File: src/pkg/iep_pkg.sv
// Purpose: Constants for the interrupt enable and low priority block.
// Assumes: 32-bit AXI4-Lite data, 8-bit byte addresses, seven sources.
// Notes:   Source index order equals ascending vector order.
// Behaviour
// - With the global enable bit 7 low, no source is admitted at all.
// - With the global enable high, a source is admitted only if its own enable bit is one.
// - The enable register lives at 0xa8 and resets to all zeros.
// - Bit 7 of the low priority register blocks every source at level zero.
// - Bits 6 to 0 of the low priority register hold each source's low priority bit.
// - Each source has one of four levels built from its low and high priority bits.
// - Only a strictly higher level pre-empts; equal levels go to the lower vector.
// - Bit 7 of the high priority register blocks every source at level one.
package iep_pkg;

  ////////////////////////////////////////////////////////////////////////////
  // Geometry
  localparam int NSRC   = 7;
  localparam int ADDR_W = 8;
  localparam int DATA_W = 32;
  localparam int LVL_W  = 2;
  localparam int NLVL   = 4;
  localparam int SRC_W  = 3;

  ////////////////////////////////////////////////////////////////////////////
  // Register offsets (byte addresses)
  localparam logic [ADDR_W-1:0] OFS_ENABLE  = 8'ha8;
  localparam logic [ADDR_W-1:0] OFS_PRIO_LO = 8'hb8;
  localparam logic [ADDR_W-1:0] OFS_PRIO_HI = 8'hbc;
  localparam logic [ADDR_W-1:0] OFS_STATUS  = 8'hc0;

  ////////////////////////////////////////////////////////////////////////////
  // Reset values and field positions
  localparam logic [7:0] RST_ENABLE  = 8'h00;
  localparam logic [7:0] RST_PRIO_LO = 8'h00;
  localparam logic [7:0] RST_PRIO_HI = 8'h00;
  localparam int GLOB_BIT       = 7;
  localparam int LVL0_MASK_BIT  = 7;
  localparam int LVL1_MASK_BIT  = 7;
  localparam int STAT_ISR_LSB   = 0;
  localparam int STAT_VALID_BIT = 4;
  localparam int STAT_SRC_LSB   = 5;
  localparam int STAT_LVL_LSB   = 8;

  ////////////////////////////////////////////////////////////////////////////
  // Bus responses
  localparam logic [1:0] RESP_OKAY   = 2'h0;
  localparam logic [1:0] RESP_SLVERR = 2'h2;

endpackage

File: src/pkg/iep_arb_if.sv
// Purpose: Carries eligibility and levels to the arbiter and its result back.
// Assumes: Purely combinational between the two modules.
// Notes:   The winner is only meaningful while win_valid is high.
interface iep_arb_if;
  logic [iep_pkg::NSRC-1:0]                     elig;
  logic [iep_pkg::NSRC-1:0][iep_pkg::LVL_W-1:0] lvl;
  logic                                         busy;
  logic [iep_pkg::LVL_W-1:0]                    cur_lvl;
  logic                                         win_valid;
  logic [iep_pkg::SRC_W-1:0]                    win_src;
  logic [iep_pkg::LVL_W-1:0]                    win_lvl;

  modport ctl (output elig, lvl, busy, cur_lvl, input win_valid, win_src, win_lvl);
  modport arb (input elig, lvl, busy, cur_lvl, output win_valid, win_src, win_lvl);
endinterface

File: src/logic/iep_top.sv
// Purpose: Interrupt enable and priority registers with request gating.
// Assumes: Request flags and CPU strobes come from logic on aclk.
// Notes:   Registers sit on an AXI4-Lite slave; unmapped accesses get SLVERR.
//
// Design decision made here: the AXI4-Lite slave port.
module iep_top (
  input  wire logic                         aclk,
  input  wire logic                         aresetn,
  input  wire logic [iep_pkg::ADDR_W-1:0]   s_axi_awaddr,
  input  wire logic                         s_axi_awvalid,
  output logic                              s_axi_awready,
  input  wire logic [iep_pkg::DATA_W-1:0]   s_axi_wdata,
  input  wire logic [3:0]                   s_axi_wstrb,
  input  wire logic                         s_axi_wvalid,
  output logic                              s_axi_wready,
  output logic [1:0]                        s_axi_bresp,
  output logic                              s_axi_bvalid,
  input  wire logic                         s_axi_bready,
  input  wire logic [iep_pkg::ADDR_W-1:0]   s_axi_araddr,
  input  wire logic                         s_axi_arvalid,
  output logic                              s_axi_arready,
  output logic [iep_pkg::DATA_W-1:0]        s_axi_rdata,
  output logic [1:0]                        s_axi_rresp,
  output logic                              s_axi_rvalid,
  input  wire logic                         s_axi_rready,
  input  wire logic [iep_pkg::NSRC-1:0]     irq_req,
  input  wire logic                         svc_enter,
  input  wire logic                         svc_exit,
  output logic                              irq_valid,
  output logic [iep_pkg::SRC_W-1:0]         irq_src,
  output logic [iep_pkg::LVL_W-1:0]         irq_lvl
);

  ////////////////////////////////////////////////////////////////////////////
  // Declarations
  logic [7:0]                      enable_q,  enable_d;
  logic [7:0]                      prio_lo_q, prio_lo_d;
  logic [7:0]                      prio_hi_q, prio_hi_d;
  logic [iep_pkg::NLVL-1:0]        isr_q,     isr_d;
  logic                            irq_valid_q, irq_valid_d;
  logic [iep_pkg::SRC_W-1:0]       irq_src_q,   irq_src_d;
  logic [iep_pkg::LVL_W-1:0]       irq_lvl_q,   irq_lvl_d;
  logic                            aw_hold_q, aw_hold_d;
  logic [iep_pkg::ADDR_W-1:0]      aw_addr_q, aw_addr_d;
  logic                            w_hold_q,  w_hold_d;
  logic [7:0]                      w_data_q,  w_data_d;
  logic                            w_strb_q,  w_strb_d;
  logic                            awready_q, awready_d;
  logic                            wready_q,  wready_d;
  logic                            bvalid_q,  bvalid_d;
  logic [1:0]                      bresp_q,   bresp_d;
  logic                            arready_q, arready_d;
  logic                            rvalid_q,  rvalid_d;
  logic [1:0]                      rresp_q,   rresp_d;
  logic [iep_pkg::DATA_W-1:0]      rdata_q,   rdata_d;
  logic                            do_write;
  logic                            isr_any;
  logic [iep_pkg::LVL_W-1:0]       isr_top;

  iep_arb_if bif ();

  ////////////////////////////////////////////////////////////////////////////
  // Per-source level and eligibility
  generate
    for (genvar g = 0; g < iep_pkg::NSRC; g++) begin : g_src
      assign bif.lvl[g]  = {prio_hi_q[g], prio_lo_q[g]};
      assign bif.elig[g] = enable_q[iep_pkg::GLOB_BIT]
                         & enable_q[g]
                         & irq_req[g]
                         & ~(prio_lo_q[iep_pkg::LVL0_MASK_BIT]
                             & (bif.lvl[g] == 2'h0))
                         & ~(prio_hi_q[iep_pkg::LVL1_MASK_BIT]
                             & (bif.lvl[g] == 2'h1));
    end
  endgenerate

  // Highest level now in service
  always_comb begin
    isr_any = 1'b0;
    isr_top = '0;
    for (int i = 0; i < iep_pkg::NLVL; i++) begin
      if (isr_q[i]) begin
        isr_any = 1'b1;
        isr_top = iep_pkg::LVL_W'(i);
      end
    end
  end

  assign bif.busy    = isr_any;
  assign bif.cur_lvl = isr_top;

  iep_arbiter u_arb (
    .bif (bif)
  );

  ////////////////////////////////////////////////////////////////////////////
  // Request output and in-service tracking
  always_comb begin
    irq_valid_d = bif.win_valid;
    irq_src_d   = bif.win_src;
    irq_lvl_d   = bif.win_lvl;
    isr_d       = isr_q;
    if (svc_exit && isr_any) begin
      isr_d[isr_top] = 1'b0;       // Return closes newest level
    end
    if (svc_enter && irq_valid_q) begin
      isr_d[irq_lvl_q] = 1'b1;
    end
  end

  always_ff @(posedge aclk) begin
    if (!aresetn) begin
      irq_valid_q <= 1'b0;
      irq_src_q   <= '0;
      irq_lvl_q   <= '0;
      isr_q       <= '0;
    end else begin
      irq_valid_q <= irq_valid_d;
      irq_src_q   <= irq_src_d;
      irq_lvl_q   <= irq_lvl_d;
      isr_q       <= isr_d;
    end
  end

  ////////////////////////////////////////////////////////////////////////////
  // Write channel: address and data taken in either order
  assign do_write = aw_hold_q && w_hold_q && !bvalid_q;

  always_comb begin
    aw_hold_d = aw_hold_q;
    aw_addr_d = aw_addr_q;
    w_hold_d  = w_hold_q;
    w_data_d  = w_data_q;
    w_strb_d  = w_strb_q;
    bvalid_d  = bvalid_q;
    bresp_d   = bresp_q;
    enable_d  = enable_q;
    prio_lo_d = prio_lo_q;
    prio_hi_d = prio_hi_q;
    if (s_axi_awvalid && awready_q) begin
      aw_hold_d = 1'b1;
      aw_addr_d = s_axi_awaddr;
    end
    if (s_axi_wvalid && wready_q) begin
      w_hold_d = 1'b1;
      w_data_d = s_axi_wdata[7:0];
      w_strb_d = s_axi_wstrb[0];
    end
    if (bvalid_q && s_axi_bready) begin
      bvalid_d = 1'b0;
    end
    if (do_write) begin
      aw_hold_d = 1'b0;
      w_hold_d  = 1'b0;
      bvalid_d  = 1'b1;
      bresp_d   = iep_pkg::RESP_OKAY;
      unique case (aw_addr_q)
        iep_pkg::OFS_ENABLE:  if (w_strb_q) enable_d  = w_data_q;
        iep_pkg::OFS_PRIO_LO: if (w_strb_q) prio_lo_d = w_data_q;
        iep_pkg::OFS_PRIO_HI: if (w_strb_q) prio_hi_d = w_data_q;
        iep_pkg::OFS_STATUS:  ;
        default:              bresp_d = iep_pkg::RESP_SLVERR;
      endcase
    end
    awready_d = !aw_hold_d && !bvalid_d;
    wready_d  = !w_hold_d && !bvalid_d;
  end

  // Write registers; enables and priorities clear on reset
  always_ff @(posedge aclk) begin
    if (!aresetn) begin
      aw_hold_q <= 1'b0;
      aw_addr_q <= '0;
      w_hold_q  <= 1'b0;
      w_data_q  <= '0;
      w_strb_q  <= 1'b0;
      bvalid_q  <= 1'b0;
      bresp_q   <= iep_pkg::RESP_OKAY;
      awready_q <= 1'b0;
      wready_q  <= 1'b0;
      enable_q  <= iep_pkg::RST_ENABLE;
      prio_lo_q <= iep_pkg::RST_PRIO_LO;
      prio_hi_q <= iep_pkg::RST_PRIO_HI;
    end else begin
      aw_hold_q <= aw_hold_d;
      aw_addr_q <= aw_addr_d;
      w_hold_q  <= w_hold_d;
      w_data_q  <= w_data_d;
      w_strb_q  <= w_strb_d;
      bvalid_q  <= bvalid_d;
      bresp_q   <= bresp_d;
      awready_q <= awready_d;
      wready_q  <= wready_d;
      enable_q  <= enable_d;
      prio_lo_q <= prio_lo_d;
      prio_hi_q <= prio_hi_d;
    end
  end

  ////////////////////////////////////////////////////////////////////////////
  // Read channel
  always_comb begin
    rvalid_d = rvalid_q;
    rresp_d  = rresp_q;
    rdata_d  = rdata_q;
    if (rvalid_q && s_axi_rready) begin
      rvalid_d = 1'b0;
    end
    if (s_axi_arvalid && arready_q) begin
      rvalid_d = 1'b1;
      rresp_d  = iep_pkg::RESP_OKAY;
      rdata_d  = '0;
      unique case (s_axi_araddr)
        iep_pkg::OFS_ENABLE:  rdata_d[7:0] = enable_q;
        iep_pkg::OFS_PRIO_LO: rdata_d[7:0] = prio_lo_q;
        iep_pkg::OFS_PRIO_HI: rdata_d[7:0] = prio_hi_q;
        iep_pkg::OFS_STATUS: begin
          rdata_d[iep_pkg::STAT_ISR_LSB +: iep_pkg::NLVL]  = isr_q;
          rdata_d[iep_pkg::STAT_VALID_BIT]                 = irq_valid_q;
          rdata_d[iep_pkg::STAT_SRC_LSB +: iep_pkg::SRC_W] = irq_src_q;
          rdata_d[iep_pkg::STAT_LVL_LSB +: iep_pkg::LVL_W] = irq_lvl_q;
        end
        default: rresp_d = iep_pkg::RESP_SLVERR;
      endcase
    end
    arready_d = !rvalid_d;
  end

  always_ff @(posedge aclk) begin
    if (!aresetn) begin
      rvalid_q  <= 1'b0;
      rresp_q   <= iep_pkg::RESP_OKAY;
      rdata_q   <= '0;
      arready_q <= 1'b0;
    end else begin
      rvalid_q  <= rvalid_d;
      rresp_q   <= rresp_d;
      rdata_q   <= rdata_d;
      arready_q <= arready_d;
    end
  end

  ////////////////////////////////////////////////////////////////////////////
  // Outputs straight from flops
  assign s_axi_awready = awready_q;
  assign s_axi_wready  = wready_q;
  assign s_axi_bvalid  = bvalid_q;
  assign s_axi_bresp   = bresp_q;
  assign s_axi_arready = arready_q;
  assign s_axi_rvalid  = rvalid_q;
  assign s_axi_rresp   = rresp_q;
  assign s_axi_rdata   = rdata_q;
  assign irq_valid     = irq_valid_q;
  assign irq_src       = irq_src_q;
  assign irq_lvl       = irq_lvl_q;

endmodule

File: src/logic/iep_arbiter.sv
// Purpose: Picks the winning request and checks it against the service level.
// Assumes: Eligibility already includes enables and level masks.
// Notes:   Combinational only; the caller registers the result.
module iep_arbiter (
  iep_arb_if.arb bif
);

  logic                           best_v;
  logic [iep_pkg::LVL_W-1:0]      best_l;
  logic [iep_pkg::SRC_W-1:0]      best_s;

  // Highest level wins, lowest index breaks ties
  always_comb begin
    best_v = 1'b0;
    best_l = '0;
    best_s = '0;
    for (int i = 0; i < iep_pkg::NSRC; i++) begin
      if (bif.elig[i] && (!best_v || bif.lvl[i] > best_l)) begin
        best_v = 1'b1;
        best_l = bif.lvl[i];
        best_s = iep_pkg::SRC_W'(i);
      end
    end
  end

  // Only a strictly higher level may pre-empt
  always_comb begin
    bif.win_valid = best_v && (!bif.busy || best_l > bif.cur_lvl);
    bif.win_src   = best_s;
    bif.win_lvl   = best_l;
  end

endmodule

File: config.mk
export PLATFORM = sky130hd
export DESIGN_NAME = iep_top
export DESIGN_NICKNAME = d
export VERILOG_FILES = /design/src/pkg/iep_pkg.sv /design/src/pkg/iep_arb_if.sv /design/src/logic/iep_top.sv /design/src/logic/iep_arbiter.sv
export SDC_FILE = /design/constraint.sdc
export NUM_CORES = 1
export LEC_CHECK = 0
export ABC_AREA = 1
export ABC_CLOCK_PERIOD_IN_PS = 7400
export BUFFER_PORTS_ARGS = -buffer_cell sky130_fd_sc_hd__clkbuf_2
export CAP_MARGIN = 20
export CORE_ASPECT_RATIO = 1.75
export CORE_MARGIN = 1
export CORE_UTILIZATION = 25
export CTS_BUF_LIST = sky130_fd_sc_hd__clkbuf_4
export CTS_CLUSTER_SIZE = 24
export DETAILED_ROUTE_END_ITERATION = 6
export SETUP_SLACK_MARGIN = 0.15
export SLEW_MARGIN = 5
export SYNTH_ARGS = -nofsm -noshare
export SYNTH_HDL_FRONTEND = slang
export SYNTH_SLANG_ARGS = --single-unit
File: constraint.sdc
create_clock -name aclk -period 7.4 [get_ports aclk]
set_clock_uncertainty 0.1 [all_clocks]
set_input_delay 1.48 -clock aclk [delete_from_list [all_inputs] [get_ports aclk]]
set_output_delay 1.48 -clock aclk [all_outputs]
set_load 0.01 [all_outputs]
# Word-level counts from Yosys, hierarchy flattened

Cells that the tools add are included.

Word-level logic and storage cells: 204
Register bits: 72
Input bits: 68
Output and inout bits: 47

Equal/unequal tests: 15
Multiplexer cells: 45
Bitwise operators: 60
Magnitude comparators: 11
Reduce and logical (&&, ||, !) cells: 52

Operators by type and width:

| cell               | count |
|---|---|
| $eq 8x8->1 const B | 8 |
| $and 1x1->1        | 42 |
| $pmux 8 s4         | 1 |
| $mux 2             | 14 |
| $mux 1             | 23 |
| $logic_and 1x1->1  | 20 |
| $not 1->1          | 15 |
| $eq 2x1->1 const B | 7 |
| $gt 2x2->1         | 7 |
| $logic_not 2->1    | 7 |
| $logic_not 1->1    | 12 |
| $mux 3             | 3 |
| $reduce_and 3->1   | 3 |
| $mux 4             | 2 |
| $reduce_or 4->1    | 2 |
| $logic_or 1x1->1   | 7 |
| $lt 2x3->1 const B | 2 |
| $and 4x4->4        | 1 |
| $demux 1 s2        | 2 |
| $ge 2x1->1 const B | 2 |
| $not 4->4          | 1 |
| $or 4x4->4         | 1 |
| $reduce_or 2->1    | 1 |

# Logic depth before layout (Yosys ltp)

Depth after elaboration: 33
Gate-level depth with buffers: 66
Gate-level depth less buffers: 65

# Hierarchy

Synthesis repeated with hierarchy kept, for this count alone.

Cells, all modules: 592
Area, all modules: 4001.3 µm²

By module, submodules not included:

| module      | times used | cells an instance | sequential area each (µm²) | area an instance (µm²) |
|---|---|---|---|---|
| iep_top     | 1          | 462               | 1401.3                     | 3278.1 |
| iep_arbiter | 1          | 130               | 0.0                        | 723.2 |

# Least setup slack after synthesis

OpenSTA, ideal clock, no wires.

Kind: input to register
From: input irq_req[0] in the netlist's numbering
To: register irq_valid_q (netlist: irq_valid)
Data required time: 7.184 ns
Library setup time: 0.116 ns
Buffers on the path: 0
Path slack: -0.657 ns
Data arrival time: 7.841 ns
Cell stages on the path: 61
Path through: nand2_1 > nor2_4 > nand3_2 > nor2_1 > inv_1 > ha_1 > inv_1 > o21bai_1 > nand2_1 > nand3_1 > nand2_1 > nand2_1 > and2_1 > ha_1 > inv_1 > nor2_1 > o21ai_0 > a21oi_1 > [25 not listed] > nand3_1 > and2_1 > ha_1 > inv_1 > nor2_1 > o21ai_0 > nand2_4 > nand2_4 > nand3_2 > nand2_2 > inv_1 > ha_1 > inv_1 > nor2_1 > o21ai_0 > a21oi_1 > o21ai_0 > inv_1

Longest elaborated chain between the ends: 31
Elaborated cells between the ends (all ways): 44
Those cells by class: 7 x order compare; 14 x mux; 3 x bitwise; 20 x reduce/logical

RTL lines:

| item                                          | RTL line          | RTL |
|---|---|---|
| start: declaration                            | iep_top.sv:26     | `input wire logic [iep_pkg::NSRC-1:0] irq_req,` |
| $and 1x1->1 *                                 | iep_top.sv:69     | `& irq_req[g]` |
| $and 1x1->1 *                                 | iep_top.sv:70     | `& ~(prio_lo_q[iep_pkg::LVL0_MASK_BIT]` |
| $and 1x1->1 *                                 | iep_top.sv:72     | `& ~(prio_hi_q[iep_pkg::LVL1_MASK_BIT]` |
| $mux 2 or $mux 1 (tied branches)              | iep_arbiter.sv:18 | `if (bif.elig[i] && (!best_v \|\| bif.lvl[i] > best_l)) begin` |
| $gt 2x2->1 or $logic_not 1->1 (tied branches) | iep_arbiter.sv:18 |  |
| $logic_or 1x1->1                              | iep_arbiter.sv:18 |  |
| $logic_and 1x1->1                             | iep_arbiter.sv:18 |  |
| $mux 2 or $mux 1 (tied branches)              | iep_arbiter.sv:18 |  |
| [16 not listed]                               | n/a               |  |
| $gt 2x2->1 or $logic_not 1->1 (tied branches) | iep_arbiter.sv:18 |  |
| $logic_or 1x1->1                              | iep_arbiter.sv:18 |  |
| $logic_and 1x1->1                             | iep_arbiter.sv:18 |  |
| $mux 2 *                                      | iep_arbiter.sv:18 |  |
| via bif.win_lvl, one bit                      | iep_arb_if.sv:11  | `logic [iep_pkg::LVL_W-1:0] win_lvl;` |
| $gt 2x2->1 *                                  | iep_arbiter.sv:28 | `bif.win_valid = best_v && (!bif.busy \|\| best_l > bif.cur_lvl);` |
| $logic_or 1x1->1 *                            | iep_arbiter.sv:28 |  |
| $logic_and 1x1->1 *                           | iep_arbiter.sv:28 |  |
| end signal: assignment                        | iep_top.sv:118    | `irq_valid_q <= irq_valid_d;` |
| end: declaration                              | iep_top.sv:40     | `logic irq_valid_q, irq_valid_d;` |

The timed path passes the listed nets; every way through them passes the cells marked *.
A chain may end at the register's enable or synchronous reset.

# Final worst setup path

Same ends and word-level chain as after synthesis.

==> results <==
- The run finished, with violations left.
- The checks that failed: setup timing.
- The first detailed-routing pass ran for 4 iterations.
- After synthesis, the most frequently instantiated cells are sky130_fd_sc_hd__nand2_1 (89), sky130_fd_sc_hd__dfxtp_1 (70), sky130_fd_sc_hd__inv_1 (63), sky130_fd_sc_hd__nor2_1 (54).
- The netlist uses 40 different library cells.
- The sequential fraction of the synthesis area is 0.370.
- Counting every sink on the clock net gives 70.
- The share of synthesized cell area in full adder, half adder and majority cells is 0.0462.
- Of the post-synthesis cell area, the dominant cell type holds 0.370.
- Of the cells placed in the final design, the portion with a size suffix greater than 1 is 0.369.
- STA classifies the critical path endpoint as a flop.
- The count of buffers added on input and output ports is 63.
- The count of non-filler cells in the finished layout is ~840.
- In this run the most critical hold path is launched from aw_hold_q$_SDFF_PN0_.
- The routed layout has 3760 vias.
- The clock period minus final worst setup slack is about 7600 ps.
- Timing would allow up to approximately 130 MHz.
- The beginning of the critical path is irq_req[0].
- The origin of the critical flop-to-flop path is prio_hi_q[0]$_SDFFE_PN0P_.
- For the worst-skew pair, the clock arrives at the later sink with an insertion delay of ~400 ps.
- The dominant cell type by count on the critical path is sky130_fd_sc_hd__nand2_2.
- The worst setup path category is input port to flop.
- The compound-cell area share of the yosys netlist is 0.184.
- In the final routed layout, each cell accounts on average for 13.5 um.
- The CTS buffer count is 9.
- Setup slack on the critical path of the routed design comes to -239 ps.
- The core region is roughly 15000 um^2.
- The max-cap violation count is 0.
- The detail route stage leaves a number of antenna-violating nets equal to 0.
- For the pin with the worst max-slew slack, the measured transition is between 800 and 900 ps.
- The number of placement rows is slightly below 60.
- The wire length of the first global-routing pass is approximately 17000 um.
- The tightest min-delay check is of the flop to flop type.
- The largest net degree at the start of global routing is 34.
- A synthesized cell averages 7.18 um^2.
- Of the total synthesized cell area, the portion taken by XOR and XNOR cells is 0.
- The number of antenna violations at the first check in global routing is 1.
- The portion of synthesized area spent on multiplexers is 0.
- The die boundary height is roughly 160 um.
- For this block, the routed nets add up to ~11000 um of wire.
- After global routing the overflow that remains totals 0.
- The maximum single-stage delay on the critical path is about 260 ps.
- The cell with the most instances after synthesis is sky130_fd_sc_hd__nand2_1.
- The synthesized design contains 70 register bits.
- The worst slew margin relative to its limit is 0.412.
- The count of pins over their slew limit is 0.
- The via count normalized by instance count is roughly 4.5.
- TritonCTS built the clock tree.
- The slowest cell on the critical path is sky130_fd_sc_hd__ha_4.
- For this configuration, the core starts out at a cell density of 0.255.
- Setup repair after global routing could not meet its margin everywhere.
- By area the synthesized netlist is led by sky130_fd_sc_hd__dfxtp_1 (37%), sky130_fd_sc_hd__nand2_1 (8.8%), sky130_fd_sc_hd__inv_1 (6.2%).
- The kind of start point of the critical path is an input port.
- After the last flow step, the layout net total stands at 729.
- The kind of cell adding the most delay to the critical path is simple AND/OR/NAND/NOR gates.
- The floorplan step defined a die boundary enclosing around 16000 um^2.
- The congestion estimate from routability-driven global placement came to 0.868.
- The count of routing violations after the opening detailed-route iteration is 164.
- Of all nets on the critical path, the largest fanout is 4.
- The H-tree depth is 3.
- For this design the ratio of total power to cell area is ~130 nW/um^2.
- The worst path arrival time is 7870 ps.
- The clock tree root buffer cell is sky130_fd_sc_hd__clkbuf_4.
- The pre-CTS setup slack is -1060 ps.
- After clock tree synthesis, the clock-pin slew on the worst setup and hold paths is roughly 130 ps.
- The maximum vdd ir drop is between 0.00006 and 0.00007 V.
- At the worst endpoint, the required time is roughly 7600 ps.
- The simple-gate share of the synthesized area is 0.263.
- The I/O pin total is ~120.
- The count of buffer and inverter cells on the critical path is 18.
- For this run, design rule violations remaining after detail routing come to 0.
- The post-synth design cell area is approximately 3800 um^2.
- The number of instances in the synthesized netlist is between 500 and 600.
- The area growth from synthesis to layout is 36.3%.
- The via count of the first global-routing pass is 3610.
- For this run, the leading register cell type out of synthesis is sky130_fd_sc_hd__dfxtp_1.
- The total count of hold-check failures in the final report is 0.
- The placed instance count is slightly below 800.
- The period utilization is 1.03.
- The worst-case clock buffer depth is 2.
- Across every metal layer, demand over resource in global routing totals 0.148.
- The combinational family with the most area after synthesis is simple AND/OR/NAND/NOR gates.
- Of all cell types, the one taking the most synthesized area is sky130_fd_sc_hd__dfxtp_1.
- The async set or reset register ratio after synthesis is 0.
- Counting flops with a built-in enable in the synthesized netlist gives 0.
- The floorplan die width is between 90 and 100 um.
- The leakage power is 2.28 nW.
- The count of final setup violators is 1.
- The post-DP HPWL is 8670 um.
- The final-layout fill cell count is 1567.
- The synthesis warning total is 0.
[layer usage]
metal | part of all wire | track usage
met3 | 0.038 | 0.0189
met2 | 0.55 | 0.284
met4 | 0.060 | 0.0971
met1 | 0.35 | 0.144
met5 | 0 | 0
[cells by family after synthesis]
| family | after synthesis |
|---|---|
| AOI/OAI and AO/OA | 119 |
| adders and majority gates | 14 |
| buffers and inverters | 109 |
| DFF | 70 |
| other | 1 |
| and+or+nand+nor | 215 |
[what timing repair did]
item                                    CTS  global route
endpoints found under the setup margin    6             6
hold buffers                              0             0
setup buffers                            22             9
resized for setup                        34            50
pin swaps                                32            56
[report_power, final]
part / switching (mW) / total, mW / internal (mW)
combinational: 0.0385 / 0.0575 / 0.0190
clock: 0.140 / 0.241 / 0.101
sequential: 0.00506 / 0.392 / 0.387
total: 0.184 / 0.691 / 0.507
[cells in the final DEF (no fill, tap or decap), drive strengths merged]
cell type	n
buf	62
a21oi	42
diode	1
nand4	4
inv	70
o22ai	3
a211oi	17
nor2	60
a31o	1
a31oi	1
nand3	34
o21ai	42
nand2b	1
o32ai	1
o211ai	1
ha	14
o21bai	1
and2	6
bufinv	1
dfxtp	70
o2111ai	6
conb	24
nor4	3
a22o	3
a311oi	1
clkinvlp	2
clkinv	3
clkbuf	71
nor3	7
nand2	99
or2	1
[state kept, by name, summed over array words and instances (netlist names), 2 cells and up]
signal and flops:
irq_src 3, s_axi_rdata 10, isr_q 4, irq_lvl 2
aw_addr_q 8, prio_hi_q 8, enable_q 8, w_data_q 8
prio_lo_q 8
[area by class of cell]
class	instances	area (um^2)	area share
Antenna cell	1	2.50	0.000485
Timing Repair Buffer	124	806	0.156
Clock buffer	9	67.6	0.0131
Tap cell	183	229	0.0443
Multi-Input combinational cell	372	2320	0.449
Sequential cell	70	1400	0.271
Clock inverter	6	62.6	0.0121
Inverter	70	275	0.0533
[path summary, 6_finish.rpt]
path,to,cells past startpoint,slack (ps)
setup reg to reg,irq_valid$_SDFF_PN0_,60,400
hold / removal,s_axi_awready$_SDFF_PN0_,1,370
hold reg to reg,s_axi_awready$_SDFF_PN0_,1,370
setup / recovery,irq_valid$_SDFF_PN0_,63,-240
[stage by stage]
step           power (mW)  hold WS, ps  TNS (ps)  cell area, um^2  utilization
2_1_floorplan       0.444          324      -391             3910            -
3_3_place_gp        0.459          357     -2710             4420        0.298
3_5_place_dp        0.459          354     -3350             4420        0.298
4_1_cts             0.697          372      -193             4880        0.329
5_1_grt             0.727          397     -2000             5160        0.348
6_report            0.691          368      -239             5160        0.348
(Power assumes the default switching activity.)
